<file path="src/logic/pcoc_defs.svh">
`ifndef PCOC_DEFS_SVH
`define PCOC_DEFS_SVH

// ----------------------------------------------------------------
// register offsets
// ----------------------------------------------------------------
`define PCOC_ADDR_CTRL 8'h00
`define PCOC_ADDR_PRESET 8'h04
`define PCOC_ADDR_DELAY 8'h08
`define PCOC_ADDR_COUNT 8'h0c
`define PCOC_ADDR_DISPLAY 8'h10
`define PCOC_ADDR_STATUS 8'h14

// ----------------------------------------------------------------
// control field positions
// ----------------------------------------------------------------
`define PCOC_F_EDGE_LSB 0
`define PCOC_F_SCALE_LSB 2
`define PCOC_F_DP_LSB 5
`define PCOC_F_DP_NEG 8
`define PCOC_F_RMODE_LSB 9
`define PCOC_F_RMOM 12
`define PCOC_F_TMODE_LSB 13
`define PCOC_F_REV 16
`define PCOC_F_PANEL_EN 17
`define PCOC_F_QUAD4 18
`define PCOC_F_DOWN 19

// ----------------------------------------------------------------
// codes and reset values
// ----------------------------------------------------------------
`define PCOC_EDGE_SINGLE 2'h1
`define PCOC_EDGE_TWO 2'h2
`define PCOC_RST_EDGE 2'h1
`define PCOC_RST_SCALE 3'h1
`define PCOC_RST_DP 3'h1
`define PCOC_RST_RMODE 3'h1
`define PCOC_RST_TMODE 3'h3
`define PCOC_RST_DELAY 16'h0064
`define PCOC_DELAY_MAX 16'hea5f

// ----------------------------------------------------------------
// timing
// ----------------------------------------------------------------
`define PCOC_TICK_MS 10
`define PCOC_CLK_KHZ 100000
`define PCOC_TICK_CYCLES (`PCOC_TICK_MS * `PCOC_CLK_KHZ)

`endif

</file>
<file path="src/logic/pcoc_pkg.sv">
package pcoc_pkg;

  typedef logic signed [31:0] pcoc_count_t;
  typedef logic [31:0] pcoc_word_t;

  typedef struct packed {
    logic cnt_s1;
    logic cnt_s2;
    logic cnt_prev;
    logic rst_s1;
    logic rst_s2;
    logic btn_s1;
    logic btn_s2;
    logic man_prev;
    logic out2_prev;
    logic [1:0] edge_code;
    logic [2:0] scale_code;
    logic [2:0] dp_pos;
    logic dp_neg;
    logic [2:0] rmode;
    logic rmom;
    logic [2:0] tmode;
    logic reverse;
    logic panel_en;
    logic quad4;
    logic count_down;
    pcoc_count_t preset;
    logic [15:0] delay;
    pcoc_count_t count;
    logic [15:0] timer;
    logic timer_run;
    logic [19:0] tick_cnt;
    logic active;
    logic init;
    pcoc_count_t display;
    logic [5:0] dp_mask;
    logic lzb;
    logic out1_pin;
    logic boundary;
    pcoc_word_t rdata;
  } pcoc_state_s;

endpackage

</file>
<file path="src/logic/pcoc_core.sv">
`include "pcoc_defs.svh"
`timescale 1ns/100ps
`default_nettype none

module pcoc_core #(
  parameter int TICK_CYCLES = `PCOC_TICK_CYCLES
) (
  // clock and reset
  input wire logic clk,
  input wire logic reset,
  // register port
  input wire logic [7:0] addr,
  input wire logic [31:0] wdata,
  input wire logic wr,
  input wire logic rd,
  output logic [31:0] rdata,
  // field inputs
  input wire logic count_in,
  input wire logic remote_reset_n,
  input wire logic panel_button,
  // second output state and saved boundary
  input wire logic out2_active,
  input wire logic boundary_saved,
  // outputs
  output logic out1_pin,
  output logic boundary_state,
  output pcoc_pkg::pcoc_count_t display,
  output logic [5:0] dp_mask,
  output logic leading_zero_blank
);
  import pcoc_pkg::*;

  pcoc_state_s q;
  pcoc_state_s n;

  // ----------------------------------------------------------------
  // helpers
  // ----------------------------------------------------------------

  // divide by the selected scale multiplier
  function automatic pcoc_count_t scale_div(input pcoc_count_t c, input logic [2:0] code);
    pcoc_count_t r;
    r = c;
    unique case (code)
      3'h2: r = c / 32'sd10;
      3'h3: r = c / 32'sd100;
      3'h4: r = c / 32'sd1000;
      default: r = c;
    endcase
    return r;
  endfunction

  // one-hot decimal point, digit 1 never lit
  function automatic logic [5:0] dp_decode(input logic [2:0] pos);
    logic [5:0] m;
    m = 6'h00;
    unique case (pos)
      3'h2: m = 6'h02;
      3'h3: m = 6'h04;
      3'h4: m = 6'h08;
      3'h5: m = 6'h10;
      3'h6: m = 6'h20;
      default: m = 6'h00;
    endcase
    return m;
  endfunction

  // ----------------------------------------------------------------
  // next state
  // ----------------------------------------------------------------

  logic man;
  logic man_rise;
  logic man_fall;
  logic tick;
  logic fall_e;
  logic rise_e;
  logic step;
  logic to_preset;
  logic mom_eff;
  logic hit;
  logic act_evt;
  logic expire;
  logic bnd;
  logic o2_rise;
  logic o2_fall;
  pcoc_count_t next_cnt;
  pcoc_count_t target;

  // all state updates
  always_comb begin
    n = q;

    // two-stage synchronisers on pins
    n.cnt_s1 = count_in;
    n.cnt_s2 = q.cnt_s1;
    n.cnt_prev = q.cnt_s2;
    n.rst_s1 = remote_reset_n;
    n.rst_s2 = q.rst_s1;
    n.btn_s1 = panel_button;
    n.btn_s2 = q.btn_s1;

    // manual reset request and its edges
    man = ~q.rst_s2 | (q.btn_s2 & q.panel_en);
    man_rise = man & ~q.man_prev;
    man_fall = ~man & q.man_prev;
    n.man_prev = man;
    o2_rise = out2_active & ~q.out2_prev;
    o2_fall = ~out2_active & q.out2_prev;
    n.out2_prev = out2_active;

    // 10 ms time base
    tick = (q.tick_cnt == 20'(TICK_CYCLES - 1));
    n.tick_cnt = tick ? 20'h00000 : q.tick_cnt + 20'h00001;

    // count edge selection
    fall_e = q.cnt_prev & ~q.cnt_s2;
    rise_e = ~q.cnt_prev & q.cnt_s2;
    step = fall_e | (rise_e & (q.edge_code == `PCOC_EDGE_TWO));
    next_cnt = q.count_down ? q.count - 32'sd1 : q.count + 32'sd1;

    // reset target and mode decode
    to_preset = (q.rmode == 3'h2) | (q.rmode == 3'h4) | (q.rmode == 3'h6);
    target = to_preset ? q.preset : 32'sh00000000;
    mom_eff = q.rmom & ((q.rmode == 3'h1) | (q.rmode == 3'h2));

    // output start event
    hit = (q.rmode == 3'h6) ? (next_cnt == 32'sh00000000) : (next_cnt == q.preset);
    act_evt = step & hit;

    // output delay timer
    expire = q.timer_run & tick & (q.timer == 16'h0001);
    if (q.timer_run && tick) begin
      n.timer = q.timer - 16'h0001;
      if (expire) begin
        n.timer_run = 1'b0;
      end
    end
    if (act_evt) begin
      n.timer = q.delay;
      n.timer_run = 1'b1;
    end
    if (man && !mom_eff) begin
      n.timer_run = 1'b0;
    end else if (man_rise) begin
      n.timer_run = 1'b0;
    end

    // count register
    n.count = step ? next_cnt : q.count;
    if (act_evt && q.rmode == 3'h5) begin
      n.count = 32'sh00000000;
    end
    if (act_evt && q.rmode == 3'h6) begin
      n.count = q.preset;
    end
    if (expire && (q.rmode == 3'h3 || q.rmode == 3'h4)) begin
      n.count = target;
    end
    if (mom_eff) begin
      if (man_rise) begin
        n.count = target;
      end
    end else if (man) begin
      n.count = target;
    end

    // output 1 state
    bnd = q.preset[31] ? (q.count <= q.preset) : (q.count >= q.preset);
    n.boundary = bnd;
    unique case (q.tmode)
      3'h1: if (o2_rise) n.active = 1'b0;
      3'h2: if (o2_fall) n.active = 1'b0;
      3'h3: if (man_rise) n.active = 1'b0;
      3'h4: if (man_fall) n.active = 1'b0;
      3'h5: if (expire || man) n.active = 1'b0;
      default: n.active = q.active;
    endcase
    if (act_evt && q.tmode != 3'h6) begin
      n.active = 1'b1;
    end
    if (q.tmode == 3'h6) begin
      n.active = q.init ? boundary_saved : bnd;
    end
    n.init = 1'b0;
    n.out1_pin = n.active ^ q.reverse;

    // display, frozen during a momentary reset
    if (!(mom_eff && man)) begin
      n.display = scale_div(q.count, q.scale_code);
    end
    n.dp_mask = dp_decode(q.dp_pos);
    n.lzb = ~q.dp_neg;

    // register writes
    if (wr) begin
      unique case (addr)
        `PCOC_ADDR_CTRL: begin
          if (!q.quad4) begin
            n.edge_code = wdata[`PCOC_F_EDGE_LSB +: 2];
          end
          n.scale_code = wdata[`PCOC_F_SCALE_LSB +: 3];
          n.dp_pos = wdata[`PCOC_F_DP_LSB +: 3];
          n.dp_neg = wdata[`PCOC_F_DP_NEG];
          n.rmode = wdata[`PCOC_F_RMODE_LSB +: 3];
          n.rmom = wdata[`PCOC_F_RMOM];
          n.tmode = wdata[`PCOC_F_TMODE_LSB +: 3];
          n.reverse = wdata[`PCOC_F_REV];
          n.panel_en = wdata[`PCOC_F_PANEL_EN];
          n.quad4 = wdata[`PCOC_F_QUAD4];
          n.count_down = wdata[`PCOC_F_DOWN];
        end
        `PCOC_ADDR_PRESET: n.preset = wdata;
        `PCOC_ADDR_DELAY: begin
          if (wdata[15:0] != 16'h0000 && wdata[15:0] <= `PCOC_DELAY_MAX) begin
            n.delay = wdata[15:0];
          end
        end
        default: n.preset = q.preset;
      endcase
    end

    // register reads, data valid for one cycle
    n.rdata = 32'h00000000;
    if (rd) begin
      unique case (addr)
        `PCOC_ADDR_CTRL: begin
          n.rdata[`PCOC_F_EDGE_LSB +: 2] = q.edge_code;
          n.rdata[`PCOC_F_SCALE_LSB +: 3] = q.scale_code;
          n.rdata[`PCOC_F_DP_LSB +: 3] = q.dp_pos;
          n.rdata[`PCOC_F_DP_NEG] = q.dp_neg;
          n.rdata[`PCOC_F_RMODE_LSB +: 3] = q.rmode;
          n.rdata[`PCOC_F_RMOM] = q.rmom;
          n.rdata[`PCOC_F_TMODE_LSB +: 3] = q.tmode;
          n.rdata[`PCOC_F_REV] = q.reverse;
          n.rdata[`PCOC_F_PANEL_EN] = q.panel_en;
          n.rdata[`PCOC_F_QUAD4] = q.quad4;
          n.rdata[`PCOC_F_DOWN] = q.count_down;
        end
        `PCOC_ADDR_PRESET: n.rdata = q.preset;
        `PCOC_ADDR_DELAY: n.rdata = {16'h0000, q.delay};
        `PCOC_ADDR_COUNT: n.rdata = q.count;
        `PCOC_ADDR_DISPLAY: n.rdata = q.display;
        `PCOC_ADDR_STATUS: n.rdata = {24'h000000, q.boundary, man, q.timer_run,
                                      q.lzb, 2'h0, q.out1_pin, q.active};
        default: n.rdata = 32'h00000000;
      endcase
    end
  end

  // ----------------------------------------------------------------
  // state register
  // ----------------------------------------------------------------

  // power-up values, output forced inactive
  always_ff @(posedge clk) begin
    if (reset) begin
      q <= '0;
      q.rst_s1 <= 1'b1;
      q.rst_s2 <= 1'b1;
      q.edge_code <= `PCOC_RST_EDGE;
      q.scale_code <= `PCOC_RST_SCALE;
      q.dp_pos <= `PCOC_RST_DP;
      q.rmode <= `PCOC_RST_RMODE;
      q.tmode <= `PCOC_RST_TMODE;
      q.panel_en <= 1'b1;
      q.delay <= `PCOC_RST_DELAY;
      q.lzb <= 1'b1;
      q.init <= 1'b1;
    end else begin
      q <= n;
    end
  end

  // ----------------------------------------------------------------
  // outputs
  // ----------------------------------------------------------------
  assign rdata = q.rdata;
  assign out1_pin = q.out1_pin;
  assign boundary_state = q.boundary;
  assign display = q.display;
  assign dp_mask = q.dp_mask;
  assign leading_zero_blank = q.lzb;

endmodule

`default_nettype wire

</file>
<file path="config.mk">
export PLATFORM = sky130hd
export DESIGN_NAME = pcoc_core
export DESIGN_NICKNAME = d
export VERILOG_FILES = /design/src/logic/pcoc_pkg.sv /design/src/logic/pcoc_core.sv
export VERILOG_INCLUDE_DIRS = /design/src /design/src/logic
export SDC_FILE = /design/constraint.sdc
export NUM_CORES = 1
export LEC_CHECK = 0
export BUFFER_PORTS_ARGS = -buffer_cell sky130_fd_sc_hd__buf_2
export CAP_MARGIN = 20
export CORE_MARGIN = 2
export CORE_UTILIZATION = 25
export CTS_CLUSTER_SIZE = 10
export DETAILED_ROUTE_END_ITERATION = 8
export GPL_ROUTABILITY_DRIVEN = 0
export SYNTH_ARGS = -nofsm -noshare
export SYNTH_HDL_FRONTEND = slang
export SYNTH_SLANG_ARGS = --single-unit
</file>
<file path="constraint.sdc">
create_clock -name clk -period 80.7 [get_ports clk]
set_input_delay 16.14 -clock clk [delete_from_list [all_inputs] [get_ports clk]]
set_output_delay 16.14 -clock clk [all_outputs]
set_load 0.02 [all_outputs]
</file>
* Word level (Yosys, flattened, before mapping)
Cells that the tools add are included.
W data, S select, Z words.
** Storage, ports and cells
- Output and inout port bits :: 73
- Bits in registers :: 221
- Input bits :: 49
- Word-level logic and storage cells :: 156
** Cells by class
- $lt $le $gt $ge :: 3
- Reductions and logical operators :: 24
- Multiplexer cells :: 30
- Equal/unequal tests :: 30
- Divide/modulo/power cells :: 3
- Add/sub/neg operators :: 4
- Bitwise gates (word level) :: 28
** Operators by type and width (number)
- $mux W32 :: 11
- $pmux W20 S6 :: 1
- $pmux W32 S3 :: 1
- $mux W74 :: 1
- $pmux W12 S3 :: 1
- $mux W17 :: 2
- $add A32 B2 Y32 const B :: 1
- $div A32 B11 Y32 const B :: 1
- $div A32 B5 Y32 const B :: 1
- $div A32 B8 Y32 const B :: 1
- $eq A32 B32 Y1 :: 1
- $ge A32 B32 Y1 :: 1
- $le A32 B32 Y1 :: 1
- $logic_not A32 Y1 :: 1
- $sub A32 B2 Y32 const B :: 1
- $eq A3 B3 Y1 const B :: 10
- $pmux W6 S5 :: 1
- $eq A3 B2 Y1 const B :: 8
- $add A20 B1 Y20 const B :: 1
- $eq A20 B20 Y1 const B :: 1
- $eq A16 B1 Y1 const B :: 1
- $eq A8 B4 Y1 const B :: 2
- $eq A8 B5 Y1 const B :: 2
- $le A16 B16 Y1 const B :: 1
- other kinds (21) :: 69

* Depth between registers and ports, before layout
- Word-level depth :: 11
- Mapped depth :: 361
- Mapped depth without buffers :: 333

* Worst setup path before layout
No wires, ideal clock.
- Kind :: reg2reg
- Start :: register q[208] (netlist name)
- End :: register q, in the netlist display[28]
- Period minus slack after synthesis :: 69.607 ns
- Path slack :: 11.093 ns
- Arrival time :: 69.479 ns
- Cell stages (with the launch flop) :: 335
- Cells stage by stage :: dfxtp_1 -> inv_1 -> nor3b_1 -> nor2_1 -> inv_2 -> ha_1 -> o21a_1 -> o21ai_0 -> a21oi_1 -> o21ai_0 -> o21a_1 -> ha_1 -> or2_2 -> o22a_1 -> a31oi_1 -> o22a_1 -> clkbuf_1 -> mux2i_1 -> [... 299 more ...] -> a21oi_1 -> nand2_1 -> nor3_1 -> nand4_1 -> nor3_1 -> o211ai_1 -> a211o_1 -> or4_4 -> nor4_2 -> ha_1 -> nand4_1 -> or2_2 -> nand3b_1 -> o21ai_0 -> xor2_1 -> a211oi_1 -> a21oi_1 -> nor2_1
** RTL lines
- start: declaration :: line pcoc_core.sv:33 : pcoc_state_s q;
- start signal: assignment :: line pcoc_core.sv:271 : q <= n;

* Final worst setup path
- Start :: register q[117] (netlist name)
- End :: register q, in the netlist display[26]
** On the way
- Longest elaborated chain between the ends :: 2
** Ends and longest elaborated chain
- $div A32 B11 Y32 (tied with other cells) :: line pcoc_core.sv:47 : 3'h4: r = c / 32'sd1000;
- $pmux W32 S3 * :: line pcoc_core.sv:44 : unique case (code)
Mark *: on every way between the ends. The rest lies on a longest branch, timed or not.
A chain may end at the register's enable or synchronous reset.

==> metrics.log <==
[metrics] status: completed
[metrics] highest clock rate: 0.01335 GHz
[metrics] die footprint: 141000 sq um
[metrics] mapped cell area: 34510 sq um
[metrics] clock tree buffer depth: 3
[metrics] critical path peak fanout: 22
[metrics] endpoint class of the critical path: flip-flop
[metrics] CTS sink count: 220
[metrics] number of warning messages in the yosys log: 0
[metrics] Clock Tree Root: sky130_fd_sc_hd__clkbuf_16
[metrics] final non-filler cell area: 37440 sq um
[metrics] R2R setup slack: 5.81 ns
[metrics] Die H: 375.5 um
[metrics] most common cell after layout, fill and taps aside: sky130_fd_sc_hd__nor2_1
[metrics] CTS clk-pin slew, worst paths: 0.06 ns
[metrics] fraction of the cycle the final worst path needs: 0.9280
[metrics] number of input and output port buffers inserted: 120
[metrics] worst hold path type: flip-flop to flip-flop
[metrics] post-layout min period: 74.89 ns
[metrics] master of the slowest instance on the critical path: sky130_fd_sc_hd__or4_1
[metrics] synthesized instance count: 4772
[metrics] number of endpoints with negative hold slack in the final report: 0
[metrics] number of placement rows: 136
[metrics] global-route usage over all layers: 0.1740
[metrics] number of buffers created by CTS: 27
[metrics] routed via count divided by cell count: 5.656
[metrics] # setup viols final: 0
[metrics] ys async rst share: 0
[metrics] global route total overflow: 0
[metrics] pin count of the biggest net entering global routing: 73
[metrics] area post-placement: 36420 sq um
[metrics] Crit path arrival time: 75.41 ns
[metrics] final WL: 129.3 mm
[metrics] initial antenna violation count: 2
[metrics] commonest cells after routing, fill and taps aside: 473 x sky130_fd_sc_hd__nor2_1, 464 x sky130_fd_sc_hd__nand2_1, 396 x sky130_fd_sc_hd__a21oi_1, 281 x sky130_fd_sc_hd__ha_1, 276 x sky130_fd_sc_hd__xnor2_1
[metrics] Core Util, Final: 0.2727
[metrics] placed insts: 6468
[metrics] setup skew after layout: 0.02161 ns
[metrics] Maximum Capacitance Violations: 0
[metrics] synthesized area per cell: 7.232 sq um
[metrics] fraction of final layout cells sized beyond drive strength 1: 0.1033
[metrics] final net count: 5045
[metrics] mean routed wirelength per cell: 19.83 um
[metrics] Synth Flop Type: sky130_fd_sc_hd__dfxtp_1
[metrics] DRC violation total after the first TritonRoute iteration: 3657
[metrics] Initial Utilization: 0.2513
[metrics] number of flops mapped to enable cells by yosys: 0
[metrics] top cell type by total area after synthesis: sky130_fd_sc_hd__dfxtp_1
[metrics] actual transition at the worst max-transition pin: 1.181 ns
[metrics] clock latency on the worst-skew pair: 0.59 ns
[metrics] number of max-slew violations in the final report: 0
[metrics] CTS H-tree depth: 1
[metrics] cell repeated most along the worst path: sky130_fd_sc_hd__ha_1
[metrics] total number of vias: 36870
[metrics] Area contributors post-synth: sky130_fd_sc_hd__dfxtp_1 13%, sky130_fd_sc_hd__ha_1 10%, sky130_fd_sc_hd__xnor2_1 7.0%, sky130_fd_sc_hd__a21oi_1 5.8%, sky130_fd_sc_hd__nor2_1 5.2%
[metrics] slowest stage delay, CP: 0.72 ns
[metrics] count of non-filler cells in the finished layout: 6518
[metrics] Worst Setup Path Type: flip-flop to flip-flop
[metrics] flip-flop and latch count after synthesis: 220
[metrics] number of distinct standard cells referenced by the synthesized netlist: 145
[metrics] ANT nets after route: 0
[metrics] crit start category: flip-flop
[metrics] area fraction of the dominant cell type after synthesis: 0.1276
[metrics] startpoint of the lowest-slack register-to-register path: q[117]
[metrics] DRC Markers: 0
[metrics] Critical Path Sink: display[26]
[metrics] wire length of the first global-routing pass: 199.8 mm
[metrics] vias in the first global route: 34810
[metrics] Core Box Area: 137300 sq um
[metrics] post-synthesis sequential area ratio: 0.1276
[metrics] Syn-to-layout area delta: 8.498%
[metrics] half-perimeter wire length after placement: 101.9 mm
[metrics] number of nets produced by synthesis: 5103
[metrics] data required time at the worst endpoint: 81.23 ns
[metrics] depth of the worst register-to-register path: 304
[metrics] Max transition margin: 0.2065
[metrics] setup TNS: 0 ns
[metrics] Die X: 375.5 um
[metrics] launch point of the critical path: q[117]
[metrics] CTS tree: built
[metrics] I/O pin total: 122
[metrics] iteration count of the initial detailed-routing pass: 6
[metrics] capturing point of the worst reg2reg path: display[26]
## layer usage
metal | routed length [um] | track usage
met5 | 0 | 0
met4 | 6582 | 0.08078
met3 | 9078 | 0.02338
met2 | 58570 | 0.2882
met1 | 55030 | 0.2228
## sequential cells by signal, indices dropped and copies added (netlist names)
signal	cells
dp_mask	5
display	32
out1_pin	1
rdata	32
boundary_state	1
leading_zero_blank	1
n	4
q	144
## area by class of cell
type                            count  area (sq um)
Fill cell                       14950         99880
Multi-Input combinational cell   4126         28430
Clock inverter                      5         43.79
Inverter                          168         631.9
Sequential cell                   220          4405
Clock buffer                       32         694.4
Tap cell                         1794          2245
Timing Repair Buffer              171         989.7
Antenna cell                        2         5.005
## per-stage QoR
| step | setup slack [ns] | hold slack [ns] |
|---|---|---|
| after CTS | 0.8595 | 0.4241 |
| after global routing | -0.01788 | 0.4367 |
| final | 5.811 | 0.4172 |
| after floorplan | 11.09 | 0.3832 |
| after global placement | 3.397 | 0.4022 |
| after detailed placement | 1.059 | 0.4092 |
## cells by family (layout without fill, tap and decap cells)
kind of cell | Yosys count | after routing | share of synthesized area
AOI/OAI and AO/OA | 1441 | 1441 | 0.2906
xor gates and xnor gates | 376 | 376 | 0.09619
adders and majority gates | 283 | 283 | 0.1027
buffers and inverters | 426 | 376 | 0.05652
DFF | 220 | 220 | 0.1276
muxes | 158 | 158 | 0.04862
other | 1 | 3 | 0.0001087
and+or+nand+nor | 1867 | 1867 | 0.2776
## cells in the mapped netlist, types with 16 or more instances
library cell               number
sky130_fd_sc_hd__nor2_1       480
sky130_fd_sc_hd__nand2_1      468
sky130_fd_sc_hd__a21oi_1      400
sky130_fd_sc_hd__ha_1         281
sky130_fd_sc_hd__xnor2_1      276
sky130_fd_sc_hd__dfxtp_1      220
sky130_fd_sc_hd__o21ai_0      211
sky130_fd_sc_hd__inv_1        164
sky130_fd_sc_hd__nor3_1       154
sky130_fd_sc_hd__clkbuf_1     144
sky130_fd_sc_hd__nand3_1      127
sky130_fd_sc_hd__xor2_1        98
sky130_fd_sc_hd__mux2i_1       89
sky130_fd_sc_hd__a21o_1        80
sky130_fd_sc_hd__buf_4         77
sky130_fd_sc_hd__nand4_1       74
sky130_fd_sc_hd__nand2b_1      66
sky130_fd_sc_hd__mux2_2        62
sky130_fd_sc_hd__a31oi_1       60
sky130_fd_sc_hd__o21a_1        58
sky130_fd_sc_hd__a211oi_1      57
sky130_fd_sc_hd__nor2b_1       57
sky130_fd_sc_hd__and2_1        55
sky130_fd_sc_hd__or3_1         50
sky130_fd_sc_hd__nor4_1        49
sky130_fd_sc_hd__o31ai_1       49
sky130_fd_sc_hd__and3_1        46
sky130_fd_sc_hd__o21bai_1      45
sky130_fd_sc_hd__o211ai_1      44
sky130_fd_sc_hd__a221oi_1      40
sky130_fd_sc_hd__or2_2         35
sky130_fd_sc_hd__o21ai_1       32
sky130_fd_sc_hd__or4_1         29
sky130_fd_sc_hd__a211o_1       24
sky130_fd_sc_hd__a22oi_1       24
sky130_fd_sc_hd__nand3b_1      23
sky130_fd_sc_hd__nor3b_1       21
sky130_fd_sc_hd__buf_2         20
sky130_fd_sc_hd__a311oi_1      19
sky130_fd_sc_hd__and4_1        19
sky130_fd_sc_hd__a22o_1        18
sky130_fd_sc_hd__o211a_1       16
sky130_fd_sc_hd__o41ai_1       16
## worst max-delay path, delay by kind of cell (launching register included)
family	cells	cell delay, ns
AO/OA/AOI/OAI	125	28.63
AND/OR/NAND/NOR	117	28.10
adder cells (fa/ha/maj)	30	9.33
multiplexers	13	4.64
buffers and inverters	14	2.25
XOR/XNOR	5	1.19
flip-flops	1	0.46
## how the worst min path moves through the flow
stage                     startpoint                 end  slack [ns]  cells after the start
after floorplan               q[203]  leading_zero_blank        0.38                      1
after global placement        n[216]              q[216]        0.40                      1
after detailed placement      q[203]  leading_zero_blank        0.41                      1
after CTS                     q[203]  leading_zero_blank        0.42                      1
after global routing          q[203]  leading_zero_blank        0.44                      1
final                         n[216]              q[216]        0.42                      1
## repair_timing
| action | 4_1_cts | 5_1_grt |
|---|---|---|
| hold buffers | 0 | 0 |
| endpoints found under the setup margin | 0 | 32 |
| gates resized for setup | 0 | 48 |
| buffers inserted | 0 | 10 |
Power is not shown: default switching activity piles up to over one toggle a cycle in this logic, so the estimate is an artifact.
